==> src/shared/gsw_pkg.sv <==
// What this block does
// Status word fills input bytes zero and one
// Bit 15 send, bit 14 confirm handshake
// Master modes: sticky valid after all transactions
// Generic mode: valid bit unused, reads zero
// Bits 12:8 last code, 7:0 data
// High byte stored first, at offset zero
// Master: retransmission increase gives warning 0x00
// Master: one node missing, error 0x01
// Master: several missing, error 0x02 count
// Master: overrun warning 0x03, other error 0x04
// Error codes later followed by 0x1F
// Warnings need no following 0x1F report
// Generic: invalid transaction increase, error 0x00
// Generic: delimiter timeout frame warning 0x01
// Generic: offline timeout increase, error 0x02
// Generic: overrun warning 0x03, other 0x04
// Code table chosen by operating mode
// Word appears only when enabled
// Valid cleared at online and at offline, never otherwise; bit 13 of the word also reads zero whenever mode is generic
// Code and data update together
package gsw_pkg;

    localparam int            GSW_AREA_AW      = 9;
    localparam logic [8:0]    GSW_OFS_WORD_HI  = 9'h000;
    localparam logic [8:0]    GSW_OFS_WORD_LO  = 9'h001;

    localparam int            GSW_BIT_HS_SEND  = 15;
    localparam int            GSW_BIT_HS_CONF  = 14;
    localparam int            GSW_BIT_VALID    = 13;
    localparam int            GSW_CODE_MSB     = 12;
    localparam int            GSW_CODE_LSB     = 8;

    localparam logic [4:0]    GSW_M_RETRANS    = 5'h00;
    localparam logic [4:0]    GSW_M_SINGLE     = 5'h01;
    localparam logic [4:0]    GSW_M_MULTIPLE   = 5'h02;
    localparam logic [4:0]    GSW_M_OVERRUN    = 5'h03;
    localparam logic [4:0]    GSW_M_OTHER      = 5'h04;
    localparam logic [4:0]    GSW_G_INVALID    = 5'h00;
    localparam logic [4:0]    GSW_G_FRAME      = 5'h01;
    localparam logic [4:0]    GSW_G_TIMEOUT    = 5'h02;
    localparam logic [4:0]    GSW_G_OVERRUN    = 5'h03;
    localparam logic [4:0]    GSW_G_OTHER      = 5'h04;
    localparam logic [4:0]    GSW_NO_ERROR     = 5'h1f;

    localparam logic [4:0]    GSW_RST_CODE     = 5'h1f;
    localparam logic [7:0]    GSW_RST_DATA     = 8'h00;
    localparam logic [15:0]   GSW_RST_WORD     = 16'h0000;

    typedef enum logic [1:0] {
        GSW_MODE_MASTER    = 2'h0,
        GSW_MODE_SECONDARY = 2'h1,
        GSW_MODE_GENERIC   = 2'h2
    } gsw_mode_type;

    typedef enum logic [2:0] {
        GSW_OFFLINE     = 3'h1,
        GSW_ONLINE_WAIT = 3'h2,
        GSW_EXCHANGE    = 3'h4
    } gsw_link_state_type;

endpackage

==> src/shared/gsw_report_if.sv <==
`timescale 1ns/1ps
interface gsw_report_if;
    logic       report;
    logic [4:0] code;
    logic [7:0] data;

    modport src (
        output report,
        output code,
        output data
    );
    modport dst (
        input  report,
        input  code,
        input  data
    );
endinterface

==> src/core/gsw_code_select.sv <==
`timescale 1ns/1ps
module gsw_code_select (
    input  wire logic               clk,
    input  wire logic               rst,
    input  wire gsw_pkg::gsw_mode_type mode,
    input  wire logic               retrans_inc,
    input  wire logic [7:0]         retrans_count,
    input  wire logic [7:0]         missing_count,
    input  wire logic [7:0]         missing_addr,
    input  wire logic               overrun,
    input  wire logic               other_error,
    input  wire logic [7:0]         fault_addr,
    input  wire logic               invalid_inc,
    input  wire logic [7:0]         invalid_count,
    input  wire logic               frame_error,
    input  wire logic               timeout_inc,
    input  wire logic [7:0]         timeout_count,
    input  wire logic               cause_clear,
    gsw_report_if.src               rep
);
    typedef struct packed {
        logic [7:0] prev_missing;
        logic       err_pending;
    } gsw_sel_state_type;

    gsw_sel_state_type sel_reg;
    gsw_sel_state_type sel_next;
    logic              master;
    logic              miss_chg;
    logic              clear_now;
    logic              is_err;

    always_comb begin
        sel_next    = sel_reg;
        master      = (mode != gsw_pkg::GSW_MODE_GENERIC);
        miss_chg    = master && (missing_count != sel_reg.prev_missing);
        clear_now   = sel_reg.err_pending
                      && (cause_clear || (miss_chg && missing_count == 8'h00));
        rep.report  = 1'b1;
        rep.data    = 8'h00;
        is_err      = 1'b0;
        rep.code    = gsw_pkg::GSW_NO_ERROR;
        if (master) begin
            if (other_error) begin
                rep.code = gsw_pkg::GSW_M_OTHER;
                rep.data = fault_addr;
                is_err   = 1'b1;
            end else if (miss_chg && missing_count == 8'h01) begin
                rep.code = gsw_pkg::GSW_M_SINGLE;
                rep.data = missing_addr;
                is_err   = 1'b1;
            end else if (miss_chg && missing_count > 8'h01) begin
                rep.code = gsw_pkg::GSW_M_MULTIPLE;
                rep.data = missing_count;
                is_err   = 1'b1;
            end else if (overrun) begin
                rep.code = gsw_pkg::GSW_M_OVERRUN;
                rep.data = fault_addr;
            end else if (retrans_inc) begin
                rep.code = gsw_pkg::GSW_M_RETRANS;
                rep.data = retrans_count;
            end else if (!clear_now) begin
                rep.report = 1'b0;
            end
        end else begin
            if (other_error) begin
                rep.code = gsw_pkg::GSW_G_OTHER;
                is_err   = 1'b1;
            end else if (timeout_inc) begin
                rep.code = gsw_pkg::GSW_G_TIMEOUT;
                rep.data = timeout_count;
                is_err   = 1'b1;
            end else if (invalid_inc) begin
                rep.code = gsw_pkg::GSW_G_INVALID;
                rep.data = invalid_count;
                is_err   = 1'b1;
            end else if (overrun) begin
                rep.code = gsw_pkg::GSW_G_OVERRUN;
            end else if (frame_error) begin
                rep.code = gsw_pkg::GSW_G_FRAME;
            end else if (!clear_now) begin
                rep.report = 1'b0;
            end
        end
        if (is_err) begin
            sel_next.err_pending = 1'b1;
        end else if (rep.report && rep.code == gsw_pkg::GSW_NO_ERROR) begin
            sel_next.err_pending = 1'b0;
        end
        sel_next.prev_missing = missing_count;
    end

    always_ff @(posedge clk) begin
        if (rst) begin
            sel_reg <= '0;
        end else begin
            sel_reg <= sel_next;
        end
    end
endmodule

==> src/core/gsw_valid_tracker.sv <==
`timescale 1ns/1ps
module gsw_valid_tracker (
    input  wire logic                  clk,
    input  wire logic                  rst,
    input  wire logic                  online,
    input  wire gsw_pkg::gsw_mode_type mode,
    input  wire logic                  all_done,
    output gsw_pkg::gsw_link_state_type link_state,
    output logic                       data_valid
);
    typedef struct packed {
        gsw_pkg::gsw_link_state_type state;
        logic                        valid;
    } gsw_trk_state_type;

    gsw_trk_state_type trk_reg;
    gsw_trk_state_type trk_next;

    always_comb begin
        trk_next = trk_reg;
        unique case (trk_reg.state)
            gsw_pkg::GSW_OFFLINE: begin
                trk_next.valid = 1'b0;
                if (online) begin
                    trk_next.state = gsw_pkg::GSW_ONLINE_WAIT;
                end
            end
            gsw_pkg::GSW_ONLINE_WAIT: begin
                trk_next.valid = 1'b0;
                if (!online) begin
                    trk_next.state = gsw_pkg::GSW_OFFLINE;
                end else if (mode != gsw_pkg::GSW_MODE_GENERIC && all_done) begin
                    trk_next.state = gsw_pkg::GSW_EXCHANGE;
                    trk_next.valid = 1'b1;
                end
            end
            gsw_pkg::GSW_EXCHANGE: begin
                if (!online) begin
                    trk_next.state = gsw_pkg::GSW_OFFLINE;
                    trk_next.valid = 1'b0;
                end
            end
            default: begin
                trk_next.state = gsw_pkg::GSW_OFFLINE;
                trk_next.valid = 1'b0;
            end
        endcase
    end

    always_ff @(posedge clk) begin
        if (rst) begin
            trk_reg <= '{state: gsw_pkg::GSW_OFFLINE, valid: 1'b0};
        end else begin
            trk_reg <= trk_next;
        end
    end

    assign link_state = trk_reg.state;
    assign data_valid = trk_reg.valid && (mode != gsw_pkg::GSW_MODE_GENERIC);
endmodule

==> src/core/gsw_status_word.sv <==
`timescale 1ns/1ps
module gsw_status_word (
    input  wire logic                  clk,
    input  wire logic                  rst,
    input  wire logic                  status_word_enable,
    input  wire gsw_pkg::gsw_mode_type mode,
    input  wire logic                  fieldbus_online_pin,
    input  wire logic                  status_handshake_send,
    input  wire logic                  status_handshake_confirm,
    input  wire logic                  all_done,
    input  wire logic                  retrans_inc,
    input  wire logic [7:0]            retrans_count,
    input  wire logic [7:0]            missing_count,
    input  wire logic [7:0]            missing_addr,
    input  wire logic                  overrun,
    input  wire logic                  other_error,
    input  wire logic [7:0]            fault_addr,
    input  wire logic                  invalid_inc,
    input  wire logic [7:0]            invalid_count,
    input  wire logic                  frame_error,
    input  wire logic                  timeout_inc,
    input  wire logic [7:0]            timeout_count,
    input  wire logic                  cause_clear,
    input  wire logic                  area_rd_en,
    input  wire logic [8:0]            area_rd_offset,
    input  wire logic [7:0]            area_app_byte,
    output logic [7:0]                 area_rd_data,
    output logic                       area_rd_valid,
    output logic [15:0]                status_word,
    output logic                       fieldbus_online
);
    // ******************************************************
    // State
    // ******************************************************
    typedef struct packed {
        logic       sync0;
        logic       sync1;
        logic       sync2;
        logic       online;
        logic       hs_send;
        logic       hs_confirm;
        logic [4:0] code;
        logic [7:0] data;
        logic [7:0] rd_data;
        logic       rd_valid;
    } gsw_top_state_type;

    gsw_top_state_type top_reg;
    gsw_top_state_type top_next;
    logic              data_valid;
    logic [15:0]       word;
    gsw_pkg::gsw_link_state_type link_state;

    gsw_report_if rep ();

    // ******************************************************
    // Event to code selection
    // ******************************************************
    gsw_code_select u_select (
        .clk           (clk),
        .rst           (rst),
        .mode          (mode),
        .retrans_inc   (retrans_inc),
        .retrans_count (retrans_count),
        .missing_count (missing_count),
        .missing_addr  (missing_addr),
        .overrun       (overrun),
        .other_error   (other_error),
        .fault_addr    (fault_addr),
        .invalid_inc   (invalid_inc),
        .invalid_count (invalid_count),
        .frame_error   (frame_error),
        .timeout_inc   (timeout_inc),
        .timeout_count (timeout_count),
        .cause_clear   (cause_clear),
        .rep           (rep)
    );

    // ******************************************************
    // Data valid tracking
    // ******************************************************
    gsw_valid_tracker u_tracker (
        .clk        (clk),
        .rst        (rst),
        .online     (top_reg.online),
        .mode       (mode),
        .all_done   (all_done),
        .link_state (link_state),
        .data_valid (data_valid)
    );

    // ******************************************************
    // Word assembly
    // ******************************************************
    always_comb begin
        word = gsw_pkg::GSW_RST_WORD;
        if (status_word_enable && top_reg.online) begin
            word[gsw_pkg::GSW_BIT_HS_SEND] = top_reg.hs_send;
            word[gsw_pkg::GSW_BIT_HS_CONF] = top_reg.hs_confirm;
            word[gsw_pkg::GSW_BIT_VALID]   = data_valid;
            word[gsw_pkg::GSW_CODE_MSB:gsw_pkg::GSW_CODE_LSB] = top_reg.code;
            word[7:0]                      = top_reg.data;
        end
    end

    // ******************************************************
    // Next state
    // ******************************************************
    always_comb begin
        top_next       = top_reg;
        top_next.sync0 = fieldbus_online_pin;
        top_next.sync1 = top_reg.sync0;
        top_next.sync2 = top_reg.sync1;
        if (top_reg.sync1 == top_reg.sync2) begin
            top_next.online = top_reg.sync2;
        end
        top_next.hs_send    = status_handshake_send;
        top_next.hs_confirm = status_handshake_confirm;
        if (!top_reg.online) begin
            top_next.code = gsw_pkg::GSW_RST_CODE;
            top_next.data = gsw_pkg::GSW_RST_DATA;
        end else if (rep.report) begin
            top_next.code = rep.code;
            top_next.data = rep.data;
        end
        top_next.rd_valid = area_rd_en;
        if (area_rd_en) begin
            if (status_word_enable && area_rd_offset == gsw_pkg::GSW_OFS_WORD_HI) begin
                top_next.rd_data = word[15:8];
            end else if (status_word_enable
                         && area_rd_offset == gsw_pkg::GSW_OFS_WORD_LO) begin
                top_next.rd_data = word[7:0];
            end else begin
                top_next.rd_data = area_app_byte;
            end
        end
    end

    always_ff @(posedge clk) begin
        if (rst) begin
            top_reg <= '{sync0: 1'b0, sync1: 1'b0, sync2: 1'b0, online: 1'b0,
                         hs_send: 1'b0, hs_confirm: 1'b0,
                         code: gsw_pkg::GSW_RST_CODE, data: gsw_pkg::GSW_RST_DATA,
                         rd_data: 8'h00, rd_valid: 1'b0};
        end else begin
            top_reg <= top_next;
        end
    end

    assign status_word     = word;
    assign area_rd_data    = top_reg.rd_data;
    assign area_rd_valid   = top_reg.rd_valid;
    assign fieldbus_online = top_reg.online;
endmodule

==> config.mk <==
export PLATFORM = sky130hd
export DESIGN_NAME = gsw_status_word
export DESIGN_NICKNAME = d
export VERILOG_FILES = /design/src/shared/gsw_pkg.sv /design/src/shared/gsw_report_if.sv /design/src/core/gsw_code_select.sv /design/src/core/gsw_valid_tracker.sv /design/src/core/gsw_status_word.sv
export SDC_FILE = /design/constraint.sdc
export NUM_CORES = 1
export LEC_CHECK = 0
export ABC_AREA = 1
export BUFFER_PORTS_ARGS = -buffer_cell sky130_fd_sc_hd__buf_2
export CORE_UTILIZATION = 35
export DETAILED_ROUTE_END_ITERATION = 7
export GPL_TIMING_DRIVEN = 0
export PLACE_DENSITY = 0.61
export SETUP_SLACK_MARGIN = 0.02
export SYNTH_ARGS = -nofsm -noshare
export SYNTH_HDL_FRONTEND = slang
export SYNTH_SLANG_ARGS = --single-unit
==> constraint.sdc <==
create_clock -name clk -period 1.4 [get_ports clk]
set_input_delay 0.14 -clock clk [delete_from_list [all_inputs] [get_ports clk]]
set_output_delay 0.14 -clock clk [all_outputs]
set_load 0.03 [all_outputs]
Word level (Yosys, flattened, before mapping)
Cells that the tools add are included.
Widths: inputs -> output; s select.
{"block": "word_totals", "reg_bits": 41, "input_bits": 82, "out_inout_bits": 26, "wordCells": 95}
{"block": "classes", "order_cmp": 1, "n_eq_ne": 12, "n_mux": 50, "bitwise": 1, "n_reduce_logical": 17}
{"op": "$mux 8", "count": 11}
{"op": "$mux 5", "count": 11}
{"op": "$mux 1", "count": 22}
{"op": "$mux 16", "count": 1}
{"op": "$pmux 4 s3", "count": 1}
{"op": "$logic_and 1x1->1", "count": 11}
{"op": "$eq 9x1->1 const B", "count": 1}
{"op": "$logic_not 9->1", "count": 1}
{"op": "$eq 8x1->1 const B", "count": 1}
{"op": "$gt 8x1->1 const B", "count": 1}
{"op": "$logic_not 8->1", "count": 1}
{"op": "$mux 4", "count": 2}
{"op": "$ne 8x8->1", "count": 1}
{"op": "$mux 3", "count": 2}
{"op": "$ne 2x2->1 const B", "count": 3}
{"op": "$eq 5x5->1 const B", "count": 1}
{"op": "$eq 3x1->1 const B", "count": 1}
{"op": "$eq 3x2->1 const B", "count": 1}
{"op": "$eq 3x3->1 const B", "count": 1}
{"op": "$ne 3x2->1 const B", "count": 1}
{"op": "$reduce_and 3->1", "count": 1}
{"op": "$reduce_bool 2->1", "count": 1}
{"op": "$reduce_or 2->1", "count": 1}
{"op": "$eq 1x1->1", "count": 1}
{"op": "2 further kinds", "count": 2}

Logic depth before layout (Yosys ltp)
{"block": "depth", "ltp_word": 15, "ltp_mapped": 14, "depth_no_buf": 13}

By module
Synthesis repeated with hierarchy kept, for this count alone.
{"block": "unflattened", "cells_unflattened": 544, "hier_area_um2": 3111.7}
{"mod": "gsw_status_word", "n_inst": 1, "cells_each": 236, "area_each_um2": 1541.5, "seq_area_each_um2": 560.5}
{"mod": "gsw_code_select", "n_inst": 1, "cells_each": 269, "area_each_um2": 1323.8, "seq_area_each_um2": 180.2}
{"mod": "gsw_valid_tracker", "n_inst": 1, "cells_each": 39, "area_each_um2": 246.5, "seq_area_each_um2": 80.1}

Least setup slack after synthesis
Ideal clock, no wire load.
{"block": "synth_timing", "path_type": "flip-flop to flip-flop", "from": "register top_reg, in the netlist fieldbus_online", "to": "register top_reg, in the netlist area_rd_data[2]", "setup_time_ns": 0.071, "arrival_time_ns": 1.872, "required_time_ns": 1.329, "path_slack_ns": -0.543, "path_stages_with_launch": 8, "n_path_buf": 1, "period_less_slack_ns": 1.943, "cell_sequence": "dfxtp_1 -> nand2_1 -> clkbuf_1 -> nor2_1 -> nor2_1 -> o21ai_0 -> o211ai_1 -> a21oi_1"}
{"block": "synth_via", "elab_chain_len": 4}
{"element": "start, declared", "line": "gsw_status_word.sv:48", "source": "gsw_top_state_type top_reg;"}
{"element": "start signal, assigned", "line": "gsw_status_word.sv:141", "source": "top_reg <= '{sync0: 1'b0, sync1: 1'b0, sync2: 1'b0, online: 1'b0,"}
{"element": "start signal, assigned", "line": "gsw_status_word.sv:146", "source": "top_reg <= top_next;"}
{"element": "$logic_and 1x1->1", "line": "gsw_status_word.sv:97", "source": "if (status_word_enable && top_reg.online) begin"}
{"element": "$mux 16", "line": "gsw_status_word.sv:97"}
{"element": "named net status_word[2]", "line": "gsw_status_word.sv:29", "source": "output logic [15:0] status_word,"}
{"element": "$mux 8", "line": "gsw_status_word.sv:130", "source": "end else if (status_word_enable"}
{"element": "$mux 8", "line": "gsw_status_word.sv:128", "source": "if (status_word_enable && area_rd_offset == gsw_pkg::GSW_OFS_WORD_HI) begin"}
The timed path passes the listed nets, and every way through them passes these cells.
A chain may end at the register's enable or synchronous reset.

Worst setup path in the final report
{"block": "layout_timing", "from": "register u_select.sel_reg[3] (netlist bit)", "to": "register top_reg[18] (netlist bit)"}
{"block": "layout_via", "elab_chain_len": 12, "elab_cells_between_ends": 23, "classes_between": "eq/ne (1); mux (16); reduce/logical (6)"}
{"element": "start, declared", "line": "gsw_code_select.sv:26", "source": "gsw_sel_state_type sel_reg;"}
{"element": "start signal, assigned", "line": "gsw_code_select.sv:97", "source": "sel_reg <= sel_next;"}
{"element": "$ne 8x8->1 (*)", "line": "gsw_code_select.sv:36", "source": "miss_chg = master && (missing_count != sel_reg.prev_missing);"}
{"element": "$logic_and 1x1->1 (*)", "line": "gsw_code_select.sv:36"}
{"element": "$logic_and 1x1->1", "line": "gsw_code_select.sv:38", "source": "&& (cause_clear || (miss_chg && missing_count == 8'h00));"}
{"element": "$logic_or 1x1->1", "line": "gsw_code_select.sv:38"}
{"element": "$logic_and 1x1->1", "line": "gsw_code_select.sv:38"}
{"element": "$mux 1", "line": "gsw_code_select.sv:62, gsw_code_select.sv:81"}
{"element": "$mux 1 (on tied branches)", "line": "gsw_code_select.sv:79, gsw_code_select.sv:59"}
{"element": "$mux 1 (on tied branches)", "line": "gsw_code_select.sv:77, gsw_code_select.sv:56"}
{"element": "$mux 1 (on tied branches)", "line": "gsw_code_select.sv:73, gsw_code_select.sv:52"}
{"element": "$mux 1 (on tied branches)", "line": "gsw_code_select.sv:69, gsw_code_select.sv:48"}
{"element": "$mux 1 (on tied branches)", "line": "gsw_code_select.sv:66, gsw_code_select.sv:44"}
{"element": "$mux 1", "line": "gsw_code_select.sv:43", "source": "if (master) begin"}
Mark *: on every way between the ends. The rest lies on a longest branch, timed or not.

==> reports/results.md <==
| Item | Reported |
|---|---|
| Average instance area after synthesis | 6.04 um^2 |
| Via count | 3,163 |
| Initial Util | 36.3% |
| Final Hold Viols | 0 |
| # H-tree levels | 2 |
| Result of the run | finished with violations |
| Total Power | 2710 uW |
| Drt wl/cell | 12.1 um |
| Nature of the critical path endpoint | register |
| Synthesized Nets | 520 |
| Yosys top cell by area | sky130_fd_sc_hd__dfxtp_1 |
| Std-Cell Core Area | 0.00729 mm^2 |
| Antenna violations before repair | 0 |
| Post-Syn Instances | 438 |
| Layout cell share with drive strength beyond 1 | 38.8% |
| Final worst-path cycle share | 116% |
| N_diodes | 0 |
| Half-perimeter wire length after detailed placement | 6.12 mm |
| Max Clock Freq | 618 MHz |
| Cts-stage hold buffer count | 0 |
| Register bit count reported by yosys | 40 |
| Final global-route overflow total | 0 |
| Smallest setup slack after layout | -0.219 ns |
| Max-slew violation count | 0 |
| Setup violation total in the final timing report | 14 |
| Final weighted congestion of routability-driven global placement | 0.897 |
| Clock buffer count from CTS | 5 |
| Worst EP arrival | 1.80 ns |
| Clk_lat worst skew | 0.29 ns |
| Routed via count divided by cell count | 4.75 |
| Final TNS setup | -2.25 ns |
| Max reg flops | 15 |
| Placement row count | 31 |
| Floorplan die width | 88.9 um |
| Least-Margin Pin Slew | 0.579 ns |
| Standby leakage power | 0.00197 uW |
| Number of iterations in the first detailed-routing pass | 5 |
| Cell depth of the worst hold path | 3 |
| TritonCTS clock tree | done |
| Worst hold path class | in -> reg |
| Fin nets | 648 |
| Largest cells by area after synthesis | sky130_fd_sc_hd__dfxtp_1 (30%), sky130_fd_sc_hd__nand2_1 (15%), sky130_fd_sc_hd__nor2_1 (9.8%), sky130_fd_sc_hd__inv_1 (8.4%), sky130_fd_sc_hd__nand3_1 (5.3%) |
| Number of distinct library cells after synthesis | 34 |
| Number of nets with antenna violations after routing | 0 |
| Length in cells of the worst reg-to-reg path | 11 |
| Yosys warning total | 0 |
| First-pass GRT wire length | 12.9 mm |
| Area of the mapped netlist | 0.00264 mm^2 |
| I/O pin cnt | 108 |
| CP Data Required Time | 1.58 ns |
| Layout area overhead | 49.1% |
| Root Buffer Master | sky130_fd_sc_hd__clkbuf_8 |
| Initial DRC Count | 116 |
| Die boundary height | 88.9 um |
| Tot GR Track Use | 21.2% |
| Clock transition at the registers of the reported paths | 0.08 ns |
| Final Routed Wirelength | 8.08 mm |
| Maxcap violations | 0 |
| RSZ-0062 raised after global routing | yes |
| Largest net degree at the start of global routing | 14 |
| Startpoint-to-endpoint class of the critical path | reg -> reg |
| Port Buffers | 105 |
| Portion of the post-synthesis area used by sequential elements | 30.3% |
| Via count of the first global-routing pass | 2,882 |
| Bufs on Longest Clock Path | 2 |
| Remaining design rule violation count | 0 |
| Final min period | 1.62 ns |
| Leading cell types in the layout, fill and taps excluded | sky130_fd_sc_hd__nand2_1 (94), sky130_fd_sc_hd__buf_2 (94), sky130_fd_sc_hd__nor2_1 (52) |
| Pwr dens | 688 mW/mm^2 |
| Worst Path Max Fanout | 5 |
| Die area | 0.00790 mm^2 |
| Worst-case clock skew | 0.00747 ns |
| TritonCTS Sinks | 40 |
| Portion of synthesized cell area occupied by the leading cell type | 30.3% |
| Category of the worst setup path launch point | register |
| Max rail drop VDD | 0.530 mV |
| Tightest slew margin relative to the limit | 61.3% |
| Violated checks | setup timing |
[routing by layer]
layer	vias up	wire (um)	global-route usage, %
met4	0	108	7.48
met5	-	0	0
met1	1362	3590	26.4
li1	1650	-	-
met3	8	546	3.42
met2	143	3840	37.0
[worst max-delay path: stages, from the launching register on]
cell and delay, ns:
sky130_fd_sc_hd__dfxtp_1 0.31, sky130_fd_sc_hd__xnor2_1 0.14, sky130_fd_sc_hd__nand2_1 0.09, sky130_fd_sc_hd__nor2_2 0.16, sky130_fd_sc_hd__nand2_4 0.09, sky130_fd_sc_hd__nand3_4 0.09, sky130_fd_sc_hd__nand2_2 0.07, sky130_fd_sc_hd__inv_4 0.08
sky130_fd_sc_hd__nand3_4 0.13, sky130_fd_sc_hd__buf_8 0.17, sky130_fd_sc_hd__nand4_1 0.10, sky130_fd_sc_hd__nand3_1 0.08
[final cells by class]
| class | instances | area [um^2] |
|---|---|---|
| Timing Repair Buffer | 121 | 781 |
| Buffer | 25 | 175 |
| Clock inverter | 3 | 42.5 |
| Multi-Input combinational cell | 305 | 1670 |
| Tap cell | 99 | 124 |
| Fill cell | 751 | 3350 |
| Clock buffer | 5 | 68.8 |
| Inverter | 68 | 273 |
| Sequential cell | 40 | 807 |
[logic make-up after synthesis]
logic type | synth area share (%)
AOI/OAI and AO/OA | 15.2
xor gates and xnor gates | 0.994
buffers and inverters | 15.0
DFF | 30.3
and+or+nand+nor | 38.5
[stage by stage]
step	instance area, um^2	hold slack (ns)	std cells	setup slack, ns	utilization (%)
after global routing	3940	0.0615	666	-0.329	54.0
after global placement	3390	0.347	642	-0.316	46.5
after detailed placement	3390	0.355	642	-0.332	46.5
after CTS	3790	0.0436	662	-0.211	52.0
after floorplan	2740	0.209	438	-0.0861	-
final	3940	0.0480	666	-0.219	54.0
[Yosys cell counts, drive strengths merged]
cell type,count
nand3,31
or2,1
buf,13
clkinv,1
inv,67
a31oi,2
dfxtp,40
nor3,4
a21boi,1
nor2,71
a21oi,22
o221ai,1
a22oi,7
a22o,1
nor4,1
xnor2,3
nand2,106
o211ai,6
nand4,18
clkbuf,12
o21ai,29
o21bai,1
[power breakdown]
part,internal (uW),switching [uW]
Clock,528,415
Sequential,1170,17.3
Combinational,241,336
Total,1940,768
[path summary, 6_finish.rpt]
kind,slack [ns],endpoint,startpoint
min reg2reg,0.41,top_next[25],top_next[26]
max,-0.22,top_reg[18],u_select.sel_reg[3]
min,0.05,top_next[26],fieldbus_online_pin
max reg2reg,-0.22,top_reg[18],u_select.sel_reg[3]
[repair_timing]
action,CTS,global route
endpoints found under the setup margin,27,35
resized for setup,53,44
cloned,1,0
buffers inserted,11,4
pin swaps,12,19
endpoints found under the hold margin,0,0
No activity file was read; power rests on OpenSTA's default activity.
